**src/design/gpe_defines.vh**
```
`ifndef GPE_DEFINES_VH
`define GPE_DEFINES_VH

// register indices; byte address is four times the index
`define GPE_IDX_H_OUTPUT 8'h20
`define GPE_IDX_H_PIN_LEVELS 8'h21
`define GPE_IDX_H_DIRECTION 8'h22
`define GPE_IDX_H_DRIVE 8'h23
`define GPE_IDX_H_PULL_EN 8'h24
`define GPE_IDX_H_POLARITY 8'h25
`define GPE_IDX_H_IRQ_EN 8'h26
`define GPE_IDX_H_FLAGS 8'h27
`define GPE_IDX_J_DATA 8'h28
`define GPE_IDX_J_DIRECTION 8'h2a
`define GPE_IDX_EVT_STATUS 8'h30
`define GPE_IDX_EVT_MASK 8'h31

`define GPE_ADDR_W 12
`define GPE_IDX_MSB 9
`define GPE_IDX_LSB 2
`define GPE_HI_MSB 11
`define GPE_HI_LSB 10

`define GPE_REG_RESET 8'h00
`define GPE_J_IMPL_MASK 8'hc3
`define GPE_J_CAN_TX_BIT 7
`define GPE_J_CAN_RX_BIT 6
`define GPE_J_SCL_BIT 7
`define GPE_J_SDA_BIT 6

`define GPE_RESP_OKAY 2'b00
`define GPE_RESP_SLVERR 2'b10

`endif

```
**src/design/gpe_port.v**
```verilog
// How it works
// RQ1: input register reads pin levels, ignores writes
// RQ2: direction bit zero input, one output
// RQ3: drive bit selects reduced drive, outputs only
// RQ4: pull enable only on inputs, off after reset
// RQ5: polarity zero: falling edge, pull-up
// RQ6: polarity one: rising edge, pull-down
// RQ7: enable bit masks or allows each pin
// RQ8: active edge sets the pin's flag
// RQ9: write one clears flag, zero keeps
// RQ10: interrupt while flag and enable both set
// RQ11: port J: CAN, then I2C, then GPIO
// RQ12: I2C owns port J: open-drain outputs
// RQ13: port J in reset: inputs with pull-up
// RQ14: port J read: output value or pin level
// RQ15: port J implements bits 7,6,1,0 only
// RQ16: SPI controllers override port H GPIO
// RQ17: port H in reset: high-impedance inputs
// RQ18: pins synchronised before edge detection
`timescale 1ns/1ps
`include "gpe_defines.vh"

module gpe_port (
	input wire aclk,
	input wire aresetn,
	input wire [11:0] s_axi_awaddr,
	input wire [2:0] s_axi_awprot,
	input wire s_axi_awvalid,
	output wire s_axi_awready,
	input wire [31:0] s_axi_wdata,
	input wire [3:0] s_axi_wstrb,
	input wire s_axi_wvalid,
	output wire s_axi_wready,
	output wire [1:0] s_axi_bresp,
	output wire s_axi_bvalid,
	input wire s_axi_bready,
	input wire [11:0] s_axi_araddr,
	input wire [2:0] s_axi_arprot,
	input wire s_axi_arvalid,
	output wire s_axi_arready,
	output wire [31:0] s_axi_rdata,
	output wire [1:0] s_axi_rresp,
	output wire s_axi_rvalid,
	input wire s_axi_rready,
	input wire [7:0] port_h_pin_in,
	output reg [7:0] port_h_pin_out,
	output reg [7:0] port_h_pin_oe,
	output reg [7:0] port_h_reduced_drive,
	output reg [7:0] port_h_pull_en,
	output reg [7:0] port_h_pull_up,
	input wire first_serial_periph_if_en,
	input wire [3:0] first_serial_periph_if_out,
	input wire [3:0] first_serial_periph_if_oe,
	input wire second_serial_periph_if_en,
	input wire [3:0] second_serial_periph_if_out,
	input wire [3:0] second_serial_periph_if_oe,
	output wire [7:0] port_h_periph_in,
	input wire [7:0] port_j_pin_in,
	output reg [7:0] port_j_pin_out,
	output reg [7:0] port_j_pin_oe,
	output reg [7:0] port_j_pull_en,
	output reg [7:0] port_j_pull_up,
	input wire shared_can_controller_en,
	input wire can_transmit_pin,
	output wire can_receive_pin,
	input wire i2c_en,
	input wire i2c_scl_drive_low,
	input wire i2c_sda_drive_low,
	output wire i2c_scl_in,
	output wire i2c_sda_in,
	output wire irq
);

// ----------------------------------------
// pin synchronisers and edge detection
// ----------------------------------------
reg [7:0] h_meta_q;
reg [7:0] h_sync_q;
reg [7:0] h_prev_q;
reg [7:0] j_meta_q;
reg [7:0] j_sync_q;
wire [7:0] h_edge;

// levels reach the pin-level register two cycles, and flags three cycles, after a pin moves
// first stage feeds only the second stage
always @(posedge aclk) begin
	if (!aresetn) begin
		h_meta_q <= `GPE_REG_RESET;
		h_sync_q <= `GPE_REG_RESET;
		h_prev_q <= `GPE_REG_RESET;
		j_meta_q <= `GPE_REG_RESET;
		j_sync_q <= `GPE_REG_RESET;
	end else begin
		h_meta_q <= port_h_pin_in; // RQ18
		h_sync_q <= h_meta_q; // RQ18
		h_prev_q <= h_sync_q;
		j_meta_q <= port_j_pin_in;
		j_sync_q <= j_meta_q;
	end
end

assign port_h_periph_in = h_sync_q;
assign can_receive_pin = j_sync_q[`GPE_J_CAN_RX_BIT];
assign i2c_scl_in = j_sync_q[`GPE_J_SCL_BIT];
assign i2c_sda_in = j_sync_q[`GPE_J_SDA_BIT];

// ----------------------------------------
// registers
// ----------------------------------------
reg [7:0] h_out_q;
reg [7:0] h_dir_q;
reg [7:0] h_drv_q;
reg [7:0] h_pull_q;
reg [7:0] h_pol_q;
reg [7:0] h_ie_q;
reg [7:0] h_flag_q;
reg [7:0] h_flag_d;
reg [7:0] j_data_q;
reg [7:0] j_dir_q;
reg [7:0] evt_stat_q;
reg [7:0] evt_stat_d;
reg [7:0] evt_mask_q;

// ----------------------------------------
// axi4-lite write channel
// ----------------------------------------
reg aw_have_q;
reg [11:0] aw_addr_q;
reg w_have_q;
reg [7:0] w_data_q;
reg w_strb0_q;
reg bvalid_q;
reg [1:0] bresp_q;
wire wr_fire;
wire [7:0] wr_idx;
wire wr_hi_ok;
wire wr_en;
reg wr_hit;

// address and data are taken in either order, held until both arrive
assign s_axi_awready = !aw_have_q;
assign s_axi_wready = !w_have_q;
assign s_axi_bvalid = bvalid_q;
assign s_axi_bresp = bresp_q;
assign wr_fire = aw_have_q && w_have_q && !bvalid_q;
assign wr_idx = aw_addr_q[`GPE_IDX_MSB:`GPE_IDX_LSB];
assign wr_hi_ok = (aw_addr_q[`GPE_HI_MSB:`GPE_HI_LSB] == 2'b00);
assign wr_en = wr_fire && wr_hit && w_strb0_q;

// addresses above the map answer with an error rather than alias
always @* begin
	case (wr_idx)
		`GPE_IDX_H_OUTPUT, `GPE_IDX_H_PIN_LEVELS, `GPE_IDX_H_DIRECTION,
		`GPE_IDX_H_DRIVE, `GPE_IDX_H_PULL_EN, `GPE_IDX_H_POLARITY,
		`GPE_IDX_H_IRQ_EN, `GPE_IDX_H_FLAGS, `GPE_IDX_J_DATA,
		`GPE_IDX_J_DIRECTION, `GPE_IDX_EVT_STATUS,
		`GPE_IDX_EVT_MASK: wr_hit = wr_hi_ok;
		default: wr_hit = 1'b0;
	endcase
end

always @(posedge aclk) begin
	if (!aresetn) begin
		aw_have_q <= 1'b0;
		aw_addr_q <= 12'h000;
		w_have_q <= 1'b0;
		w_data_q <= `GPE_REG_RESET;
		w_strb0_q <= 1'b0;
		bvalid_q <= 1'b0;
		bresp_q <= `GPE_RESP_OKAY;
	end else begin
		if (s_axi_awvalid && !aw_have_q) begin
			aw_have_q <= 1'b1;
			aw_addr_q <= s_axi_awaddr;
		end
		if (s_axi_wvalid && !w_have_q) begin
			w_have_q <= 1'b1;
			w_data_q <= s_axi_wdata[7:0];
			w_strb0_q <= s_axi_wstrb[0];
		end
		if (wr_fire) begin
			aw_have_q <= 1'b0;
			w_have_q <= 1'b0;
			bvalid_q <= 1'b1;
			bresp_q <= wr_hit ? `GPE_RESP_OKAY : `GPE_RESP_SLVERR;
		end else if (bvalid_q && s_axi_bready) begin
			bvalid_q <= 1'b0;
		end
	end
end

// ----------------------------------------
// axi4-lite read channel
// ----------------------------------------
// read data is registered: the answer comes one cycle after the address
reg rvalid_q;
reg [7:0] rdata_q;
reg [1:0] rresp_q;
reg [7:0] rd_val;
reg rd_hit;
wire rd_fire;
wire [7:0] rd_idx;
wire rd_hi_ok;
wire stat_rd_clr;

assign s_axi_arready = !rvalid_q;
assign rd_fire = s_axi_arvalid && !rvalid_q;
assign rd_idx = s_axi_araddr[`GPE_IDX_MSB:`GPE_IDX_LSB];
assign rd_hi_ok = (s_axi_araddr[`GPE_HI_MSB:`GPE_HI_LSB] == 2'b00);
assign stat_rd_clr = rd_fire && rd_hit && (rd_idx == `GPE_IDX_EVT_STATUS);
assign s_axi_rvalid = rvalid_q;
assign s_axi_rdata = {24'h000000, rdata_q};
assign s_axi_rresp = rresp_q;

always @* begin
	rd_val = `GPE_REG_RESET;
	rd_hit = rd_hi_ok;
	case (rd_idx)
		`GPE_IDX_H_OUTPUT: rd_val = h_out_q;
		`GPE_IDX_H_PIN_LEVELS: rd_val = h_sync_q; // RQ1
		`GPE_IDX_H_DIRECTION: rd_val = h_dir_q;
		`GPE_IDX_H_DRIVE: rd_val = h_drv_q;
		`GPE_IDX_H_PULL_EN: rd_val = h_pull_q;
		`GPE_IDX_H_POLARITY: rd_val = h_pol_q;
		`GPE_IDX_H_IRQ_EN: rd_val = h_ie_q;
		`GPE_IDX_H_FLAGS: rd_val = h_flag_q;
		`GPE_IDX_J_DATA: rd_val = ((j_data_q & j_dir_q) |
			(j_sync_q & ~j_dir_q)) & `GPE_J_IMPL_MASK; // RQ14 RQ15
		`GPE_IDX_J_DIRECTION: rd_val = j_dir_q;
		`GPE_IDX_EVT_STATUS: rd_val = evt_stat_q;
		`GPE_IDX_EVT_MASK: rd_val = evt_mask_q;
		default: rd_hit = 1'b0;
	endcase
end

always @(posedge aclk) begin
	if (!aresetn) begin
		rvalid_q <= 1'b0;
		rdata_q <= `GPE_REG_RESET;
		rresp_q <= `GPE_RESP_OKAY;
	end else if (rd_fire) begin
		rvalid_q <= 1'b1;
		rdata_q <= rd_hit ? rd_val : `GPE_REG_RESET;
		rresp_q <= rd_hit ? `GPE_RESP_OKAY : `GPE_RESP_SLVERR;
	end else if (rvalid_q && s_axi_rready) begin
		rvalid_q <= 1'b0;
	end
end

// ----------------------------------------
// register writes, flags, event status
// ----------------------------------------
// polarity zero takes falling edges, one takes rising edges
genvar gi;
generate
	for (gi = 0; gi < 8; gi = gi + 1) begin : g_edge
		assign h_edge[gi] = h_pol_q[gi] ?
			(h_sync_q[gi] && !h_prev_q[gi]) : // RQ6
			(!h_sync_q[gi] && h_prev_q[gi]); // RQ5
	end
endgenerate

// a new edge wins over a write-one clear in the same cycle
always @* begin
	h_flag_d = h_flag_q;
	if (wr_en && wr_idx == `GPE_IDX_H_FLAGS)
		h_flag_d = h_flag_q & ~w_data_q; // RQ9
	h_flag_d = h_flag_d | h_edge; // RQ8
end

// read clear loses against an edge arriving in the same cycle
always @* begin
	evt_stat_d = evt_stat_q;
	if (stat_rd_clr)
		evt_stat_d = `GPE_REG_RESET;
	evt_stat_d = evt_stat_d | h_edge;
end

always @(posedge aclk) begin
	if (!aresetn) begin
		h_out_q <= `GPE_REG_RESET;
		h_dir_q <= `GPE_REG_RESET; // RQ17
		h_drv_q <= `GPE_REG_RESET;
		h_pull_q <= `GPE_REG_RESET; // RQ4
		h_pol_q <= `GPE_REG_RESET;
		h_ie_q <= `GPE_REG_RESET;
		h_flag_q <= `GPE_REG_RESET;
		j_data_q <= `GPE_REG_RESET;
		j_dir_q <= `GPE_REG_RESET; // RQ13
		evt_stat_q <= `GPE_REG_RESET;
		evt_mask_q <= `GPE_REG_RESET;
	end else begin
		h_flag_q <= h_flag_d;
		evt_stat_q <= evt_stat_d;
		if (wr_en) begin
			case (wr_idx)
				`GPE_IDX_H_OUTPUT: h_out_q <= w_data_q;
				`GPE_IDX_H_DIRECTION: h_dir_q <= w_data_q;
				`GPE_IDX_H_DRIVE: h_drv_q <= w_data_q;
				`GPE_IDX_H_PULL_EN: h_pull_q <= w_data_q;
				`GPE_IDX_H_POLARITY: h_pol_q <= w_data_q;
				`GPE_IDX_H_IRQ_EN: h_ie_q <= w_data_q;
				`GPE_IDX_J_DATA:
					j_data_q <= w_data_q & `GPE_J_IMPL_MASK; // RQ15
				`GPE_IDX_J_DIRECTION:
					j_dir_q <= w_data_q & `GPE_J_IMPL_MASK;
				`GPE_IDX_EVT_MASK: evt_mask_q <= w_data_q;
				default: ; // pin levels, flags and event status: no plain store (RQ1)
			endcase
		end
	end
end

// flag path gated per pin, event status gated by its own mask
assign irq = (|(h_flag_q & h_ie_q)) | (|(evt_stat_q & evt_mask_q)); // RQ7 RQ10

// ----------------------------------------
// port h pin control
// ----------------------------------------
always @* begin
	port_h_pin_out = h_out_q;
	port_h_pin_oe = h_dir_q; // RQ2
	if (first_serial_periph_if_en) begin
		port_h_pin_out[3:0] = first_serial_periph_if_out; // RQ16
		port_h_pin_oe[3:0] = first_serial_periph_if_oe; // RQ16
	end
	if (second_serial_periph_if_en) begin
		port_h_pin_out[7:4] = second_serial_periph_if_out; // RQ16
		port_h_pin_oe[7:4] = second_serial_periph_if_oe; // RQ16
	end
	// a serial block left enabled must not drive pins during reset
	if (!aresetn) begin
		port_h_pin_out = `GPE_REG_RESET; // RQ17
		port_h_pin_oe = `GPE_REG_RESET; // RQ17
	end
	// drive and pull settings only matter in the direction they fit
	port_h_reduced_drive = h_drv_q & port_h_pin_oe; // RQ3
	port_h_pull_en = h_pull_q & ~port_h_pin_oe; // RQ4
	port_h_pull_up = ~h_pol_q; // RQ5 RQ6
end

// ----------------------------------------
// port j pin control
// ----------------------------------------
always @* begin
	port_j_pin_out = j_data_q & `GPE_J_IMPL_MASK;
	port_j_pin_oe = j_dir_q & `GPE_J_IMPL_MASK;
	if (shared_can_controller_en) begin // RQ11
		port_j_pin_out[`GPE_J_CAN_TX_BIT] = can_transmit_pin;
		port_j_pin_oe[`GPE_J_CAN_TX_BIT] = 1'b1;
		port_j_pin_out[`GPE_J_CAN_RX_BIT] = 1'b0;
		port_j_pin_oe[`GPE_J_CAN_RX_BIT] = 1'b0;
	end else if (i2c_en) begin // RQ11
		// open drain: only ever pull low, never drive high
		port_j_pin_out[`GPE_J_SCL_BIT] = 1'b0; // RQ12
		port_j_pin_oe[`GPE_J_SCL_BIT] = i2c_scl_drive_low; // RQ12
		port_j_pin_out[`GPE_J_SDA_BIT] = 1'b0; // RQ12
		port_j_pin_oe[`GPE_J_SDA_BIT] = i2c_sda_drive_low; // RQ12
	end
	// can and i2c may still be enabled while the port sits in reset
	if (!aresetn) begin
		port_j_pin_out = `GPE_REG_RESET; // RQ13
		port_j_pin_oe = `GPE_REG_RESET; // RQ13
	end
	// pull-up stays on while input or wired-or, as at reset
	port_j_pull_en = `GPE_J_IMPL_MASK & ~(port_j_pin_oe & ~{i2c_en &&
		!shared_can_controller_en, i2c_en && !shared_can_controller_en,
		6'b000000}); // RQ13
	port_j_pull_up = `GPE_J_IMPL_MASK; // RQ13
end

endmodule

```
**config.mk**
```make
export PLATFORM = sky130hd
export DESIGN_NAME = gpe_port
export DESIGN_NICKNAME = d
export VERILOG_FILES = /design/src/design/gpe_port.v
export VERILOG_INCLUDE_DIRS = /design/src /design/src/design
export SDC_FILE = /design/constraint.sdc
export NUM_CORES = 1
export LEC_CHECK = 0
export BUFFER_PORTS_ARGS = -buffer_cell sky130_fd_sc_hd__buf_2
export CAP_MARGIN = 10
export CORE_MARGIN = 2
export CORE_UTILIZATION = 33
export CTS_BUF_LIST = sky130_fd_sc_hd__clkbuf_4
export CTS_CLUSTER_DIAMETER = 80
export DETAILED_ROUTE_END_ITERATION = 16
export GPL_TIMING_DRIVEN = 0
export PLACE_DENSITY = 0.63
export RECOVER_POWER = 100
export SETUP_SLACK_MARGIN = 0.05
export SLEW_MARGIN = 20
export SYNTH_ARGS = -nofsm -noshare
export SYNTH_HDL_FRONTEND = slang
export SYNTH_SLANG_ARGS = --single-unit
export TNS_END_PERCENT = 20
```
**constraint.sdc**
```tcl
create_clock -name aclk -period 5.8 [get_ports aclk]
set_input_delay 1.45 -clock aclk [delete_from_list [all_inputs] [get_ports aclk]]
set_output_delay 1.45 -clock aclk [all_outputs]
set_load 0.02 [all_outputs]
```
# Word-level counts from Yosys, hierarchy flattened
# Index checks and enable logic that the tools add are counted.
# classes
bitwise_logic,19
muxes,32
reduce_logical,68
eq_ne,24
# ops
op,count
8-bit by 6-bit == test with 1-bit output (second input constant),24
8-bit one-hot mux with 12 select lines,1
8-bit bitwise AND,8
8-bit two-way mux,7
8-bit NOT,6
1-bit logical AND,29
8-bit OR,3
12-bit OR reduction,2
1-bit zero test,21
2-bit AND reduction,9
4-bit two-way mux,4
8-bit OR reduction,2
1-bit two-way mux,14
2-bit two-way mux,6
2-bit zero test,2
2-bit nonzero test,2
2-bit OR reduction,1
1-bit NOT,1
1-bit OR,1
# word_totals
input_bits,112
out_inout_bits,125
regBits,157
elab_cells,169

# Depth between registers and ports, before layout
# Gate-level depths: netlist (run 1).
# depth
word_depth,8
mapped_depth,7
depth_no_buf,5

# Least setup slack after synthesis (run 1)
# OpenSTA, ideal clock, no wires.
# synth_path
kind,input to output
startpoint,input aresetn
endpoint,output port_j_pull_en[6]
t_arrival_ps,2719
n_path_buf,1
path_slack_ps,1631
required_time_ps,4350
cell_stages,3
path_cell_list,clkbuf_1 > nor3b_1 > o21ai_0
# synth_via
elab_chain_len,3
# synth_lines
item,line,text
start: declaration,gpe_port.v:25,"input wire aresetn,"
8-bit two-way mux,gpe_port.v:361,if (!aresetn) begin
net port_j_pin_oe[6],gpe_port.v:60,"output reg [7:0] port_j_pin_oe,"
8-bit bitwise AND,gpe_port.v:366,port_j_pull_en = `GPE_J_IMPL_MASK & ~(port_j_pin_oe & ~{i2c_en &&
8-bit NOT,gpe_port.v:366,
end: declaration,gpe_port.v:61,"output reg [7:0] port_j_pull_en,"
# The timed path passes the listed nets, and every way through them passes these cells.

# Worst setup path after layout (run 1)
# layout_path
startpoint,input aresetn
endpoint,output port_h_pin_out[3]
# layout_via
elab_chain_len,1
# layout_lines
item,line,text
8-bit two-way mux,gpe_port.v:332,if (!aresetn) begin
end: declaration,gpe_port.v:46,"output reg [7:0] port_h_pin_out,"
# Every way passes these cells.

==> results_dict.tcl, run 1 <==
set metrics [dict create \
    fin_ws_ns 1.048 \
    setup_viol 0 \
    post-place-cells 1266 \
    syn_area_um2 7316 \
    die_h_um 152.9 \
    ctsResizeCount 0 \
    num_vias 6222 \
    r2r_start "aw_addr_q[6]" \
    wl_per_cell_um 17.54 \
    ys.flop_type "dfxtp_1" \
    cp_data_arrival_time_ns 3.30 \
    rr_endpoint "h_flag_q[2]" \
    maxCapViolations 0 \
    rows 54 \
    crit_start "aresetn" \
    cts_inserted_buffers 17 \
    gr-usage-all-layers 0.1917 \
    areaGrowthSynthToFinish_pct 19.60 \
    yosys_warnings 0 \
    hp-class "flop to flop" \
    worst_slew_pin_slew_ns 0.9800 \
    die_x_um 152.9 \
    final_cell_mix "dfxtp_1, clkbuf_1, nor2b_1, mux2i_1, buf_2" \
    yosysUniqueCellTypes 57 \
    fin_setup_tns_ns 0 \
    syn_avg_cell_area_um2 9.179 \
    hold_viol 0 \
    htreeDepth 4 \
    syn-instance-count 797 \
    cts-root-buf "clkbuf_4" \
    dp_hpwl_um 17690 \
    dpl-instance-area_um2 8557 \
    fin_util 0.4009 \
    drt-vias-per-instance 4.786 \
    final_area_um2 8750 \
    clock_sinks 145 \
    hold_depth 1 \
    clk_pin_slew_ns 0.11 \
    vdd_ir_drop_max_v 0.0001003 \
    status "finished, final reports clean" \
    nFillCells 2326 \
    hold_path_startpoint "h_meta_q[3]" \
    port_buffers 145 \
    top_level_ports 237 \
    setup.worst_path.start_class "primary input" \
    path_class "primary input to primary output" \
    ys_async_sr_fraction 0 \
    ant_nets 0 \
    required_ns 4.35 \
    end_kind "primary output" \
    final_common_cell "dfxtp_1" \
    drc_errors 0 \
    grt_overflow 0 \
    cts_tree "yes" \
    max_freq_mhz 210.4 \
    min_to "port_h_periph_in[3]" \
    whs_ns 0.4458 \
    skew_ns 0.01510 \
    p_leak_nw 3.566 \
    synth_xor_area_frac 0 \
    synth_seq_cells 145 \
    grt_max_degree 17 \
    drive_gt1_frac 0.1788 \
    r2r_slack_ns 3.51 \
    stdcell_count 1300 \
    pwr_density_cell_nw_per_um2 222.6 \
    cts_buffer_depth 2 \
    core_area_um2 21820 \
    fin_nets 1117 \
    antenna_found_initial 1 \
    synth_edf_count 0 \
    min_period_ns 4.752 \
    maxSlewHeadroom 0.3449 \
    drtPass1Iterations 7 \
    period_share 0.8194 \
    synthSimpleGateAreaFrac 0.2333 \
    crit_fanout 10 \
    rsz0062_at_grt "no" \
    seq_area_frac_synth 0.3968 \
    wl_um 22800 \
    r2r_cells 6 \
    synthAdderAreaFrac 0 \
    dieArea_um2 23380 \
    grt_pass1_wl_um 34470 \
    first_global_vias 5832 \
    drt_iter0_markers 399 \
    cts_setup_buffers 0 \
    synthMuxAreaShare 0.1505 \
    holdBufCountCts 0 \
    clock_latency_ns 0.57 \
    synth_top_family_by_area "simple AND/OR/NAND/NOR gates" \
    initial_utilization 0.3352 \
    slew_viol_final 0 \
    gp_congestion 0.9000 \
    synth_compound_area_frac 0.1344 \
    design_power_total_mw 1.948 \
    pre_cts_slack_ns 1.220 \
]
-- area by class of cell --
type	instances	area (µm²)	area share
multi-input cells	583	3964	0.4530
flip-flops and latches	145	2903	0.3318
repair buffers	145	629.4	0.07193
plain buffers	97	554.3	0.06335
well taps	280	350.3	0.04004
clock buffers	20	150.1	0.01716
clock inverters	12	133.9	0.01530
inverters	16	60.06	0.006864
diodes	2	5.005	0.0005720
-- power breakdown --
group	switching, mW	internal, mW	leakage, nW
logic	0.151	0.0963	2.24
clock network	0.389	0.272	0.146
registers	0.0194	1.02	1.18
total	0.560	1.39	3.57
-- cell families after synthesis --
family / Yosys count
AOI/OAI and AO/OA: 144
buffers and inverters: 113
DFF: 145
muxes: 105
other: 2
and+or+nand+nor: 288
-- state kept, by name, indices dropped and copies added, names as in the netlist, 8 cells and up --
register          count
h_out_q               8
aw_addr_q            10
w_data_q              8
port_h_periph_in      8
h_drv_q               8
rdata_q               8
h_dir_q               8
h_ie_q                8
h_pol_q               8
h_pull_q              8
h_flag_q              8
evt_stat_q            8
h_meta_q              8
evt_mask_q            8
h_prev_q              8
-- worst max-delay path: stages --
cell,delay (ns)
clkbuf_1,0.31
clkbuf_1,0.55
clkbuf_1,0.52
nor2b_1,0.21
clkbuf_1,0.26
-- synthesized netlist by cell type (4+ instances only) --
| cell type | count | area, µm² |
|---|---|---|
| a31oi_1 | 6 | 37.54 |
| clkbuf_1 | 39 | 146.4 |
| nand3_1 | 9 | 45.04 |
| a221oi_1 | 5 | 43.79 |
| o21a_1 | 12 | 90.09 |
| nor3_1 | 5 | 25.02 |
| a32oi_1 | 5 | 43.79 |
| mux2_2 | 20 | 225.2 |
| nand2b_1 | 9 | 56.30 |
| nand4_1 | 4 | 25.02 |
| nor2b_1 | 103 | 644.4 |
| a21boi_0 | 32 | 240.2 |
| a21oi_1 | 15 | 75.07 |
| o21ai_0 | 38 | 190.2 |
| inv_1 | 16 | 60.06 |
| nor2_1 | 11 | 41.29 |
| nand3b_1 | 10 | 75.07 |
| buf_4 | 47 | 352.8 |
| mux2i_1 | 83 | 830.8 |
| and2_1 | 49 | 306.5 |
| dfxtp_1 | 145 | 2903 |
| a22o_1 | 8 | 70.07 |
| buf_2 | 5 | 25.02 |
| buf_1 | 5 | 18.77 |
| nand2_1 | 65 | 244.0 |
-- worst max-delay path by stage --
stage | slack, ns | end | depth (start not counted)
final | 1.05 | port_h_pin_out[3] | 5
after global routing | 0.85 | port_j_pin_oe[0] | 6
after CTS | 1.21 | port_j_pin_out[1] | 5
after detailed placement | 1.22 | port_j_pin_out[1] | 5
after global placement | 1.19 | port_j_pin_out[1] | 5
after floorplan | 1.63 | port_j_pull_en[6] | 3
-- layer usage --
| layer | global-route usage | share of wire |
|---|---|---|
| met2 | 0.3075 | 0.45 |
| met1 | 0.2579 | 0.46 |
| met5 | 0 | 0 |
| met4 | 0.06481 | 0.019 |
| met3 | 0.03884 | 0.068 |
No activity file was read; power rests on OpenSTA's default activity.
==> run 2, diff against run 1 <==
==> constraint.sdc (replaced) <==
create_clock -name aclk -period 4.6 [get_ports aclk]
set_input_delay 1.15 -clock aclk [delete_from_list [all_inputs] [get_ports aclk]]
set_output_delay 1.15 -clock aclk [all_outputs]
set_load 0.02 [all_outputs]
==> run 2 against run 1 <==
Against the previous run: the flow now finishes with violations (max-capacitance violations, max-slew violations); power rose by 26%; wire length is 0.21% lower; via count increased by 0.93%; critical path type unchanged; global-route usage is the same; register-to-register slack got worse by 2.2 ns; sequential power increased by 26%; hold slack hardly changed; non-clock buffer count is the same.
==> results_dict.tcl, run 2 (synthesized netlist as in run 1, its figures left out) <==
set metrics [dict create \
    status "finished with violations" \
    violations "max-capacitance violations, max-slew violations" \
    hold_depth 1 \
    cts_buffer_depth 2 \
    cts-root-buf "clkbuf_4" \
    drive_gt1_frac 0.1729 \
    dieArea_um2 23380 \
    setup_viol 0 \
    holdBufCountCts 0 \
    drtPass1Iterations 5 \
    ctsResizeCount 0 \
    max_freq_mhz 242.4 \
    top_level_ports 237 \
    gr-usage-all-layers 0.1917 \
    cts_inserted_buffers 17 \
    grt_pass1_wl_um 34470 \
    min_period_ns 4.126 \
    worst_slew_pin_slew_ns 1.805 \
    cts_setup_buffers 0 \
    die_x_um 152.9 \
    cts_tree "yes" \
    end_kind "primary output" \
    pwr_density_cell_nw_per_um2 282.6 \
    drt_iter0_markers 443 \
    wl_per_cell_um 17.51 \
    drc_errors 0 \
    regArea_um2 2903 \
    required_ns 3.45 \
    p_leak_nw 3.534 \
    dp_hpwl_um 17690 \
    largest_reg_flops 10 \
    first_global_vias 5832 \
    port_buffers 145 \
    num_vias 6280 \
    maxSlewHeadroom -0.2127 \
    grt_max_degree 17 \
    die_h_um 152.9 \
    multiInputGateArea_um2 3920 \
    hp-class "flop to flop" \
    htreeDepth 4 \
    areaGrowthSynthToFinish_pct 18.85 \
    stdcell_count 1299 \
    setup.worst_path.start_class "primary input" \
    hold_viol 0 \
    wl_um 22750 \
    clock_latency_ns 0.57 \
    fin_nets 1117 \
    fin_util 0.3984 \
    maxCapViolations 2 \
    rows 54 \
    period_share 0.8969 \
    clock_sinks 145 \
    antenna_found_initial 1 \
    initial_utilization 0.3352 \
    crit_fanout 10 \
    gp_congestion 0.9000 \
    regMostFlops "aw_addr_q" \
    whs_ns 0.4457 \
    path_class "primary input to primary output" \
    post-place-cells 1266 \
    r2r_cells 5 \
    vdd_ir_drop_max_v 0.0001262 \
    cp_data_arrival_time_ns 2.98 \
    core_area_um2 21820 \
    ant_nets 0 \
    final_cell_mix "dfxtp_1, clkbuf_1, nor2b_1, mux2i_1, buf_2" \
    skew_ns 0.01668 \
    grt_overflow 0 \
    final_common_cell "dfxtp_1" \
    rsz0062_at_grt "no" \
    slew_viol_final 18 \
    fin_setup_tns_ns 0 \
    clk_pin_slew_ns 0.11 \
    drt-vias-per-instance 4.834 \
    nFillCells 2335 \
]
[run 2: changes by cell type in the layout (fill, tap and decap cells not counted), sizes merged]
cell    delta
diode      -1
clkbuf     +2
buf        -2
[run 2: worst paths after layout]
kind                                    from                  end  slack, ns
worst max register to register  aw_addr_q[6]            h_ie_q[2]       1.27
worst min-delay path             h_meta_q[3]  port_h_periph_in[3]       0.45
worst max-delay path                 aresetn    port_j_pin_out[1]       0.47
worst min register to register   h_meta_q[3]  port_h_periph_in[3]       0.45
[run 2: final cells by class]
type                       instances  share of cell area
antenna                            1           0.0002878
buffer                            97             0.06274
clock buffer                      20             0.01727
clock inverter                    12             0.01540
inverter                          16            0.006907
multi-input combinational        583              0.4509
sequential                       145              0.3339
tap                              280             0.04029
timing repair buffer             145             0.07238
[run 2: routing by layer]
layer  vias to the layer above  track usage  part of all wire
li1                       3072            -                 -
met1                      2933       0.2579              0.46
met2                       243       0.3075              0.45
met3                        32      0.03884             0.068
met4                         0      0.06481             0.020
met5                         -            0                 0
[run 2: through the flow]
stage / setup slack, ns / instance area (µm²) / power, mW
2_1_floorplan: 1.031 / 7481 / 1.544
3_3_place_gp: 0.5908 / 8557 / 1.650
5_1_grt: 0.2532 / 8695 / 2.548
4_1_cts: 0.6106 / 8841 / 2.476
6_report: 0.4745 / 8695 / 2.457
3_5_place_dp: 0.6198 / 8557 / 1.653
[run 2: report_power, final]
part | internal [mW] | switching (mW) | total, mW
clock | 0.343 | 0.494 | 0.837
combinational | 0.120 | 0.190 | 0.310
sequential | 1.29 | 0.0237 | 1.31
[run 2: worst max-delay path: stages]
cell and delay [ns]:
clkbuf_1 0.30, clkbuf_1 0.52, clkbuf_1 0.55, and2_0 0.26, buf_2 0.19
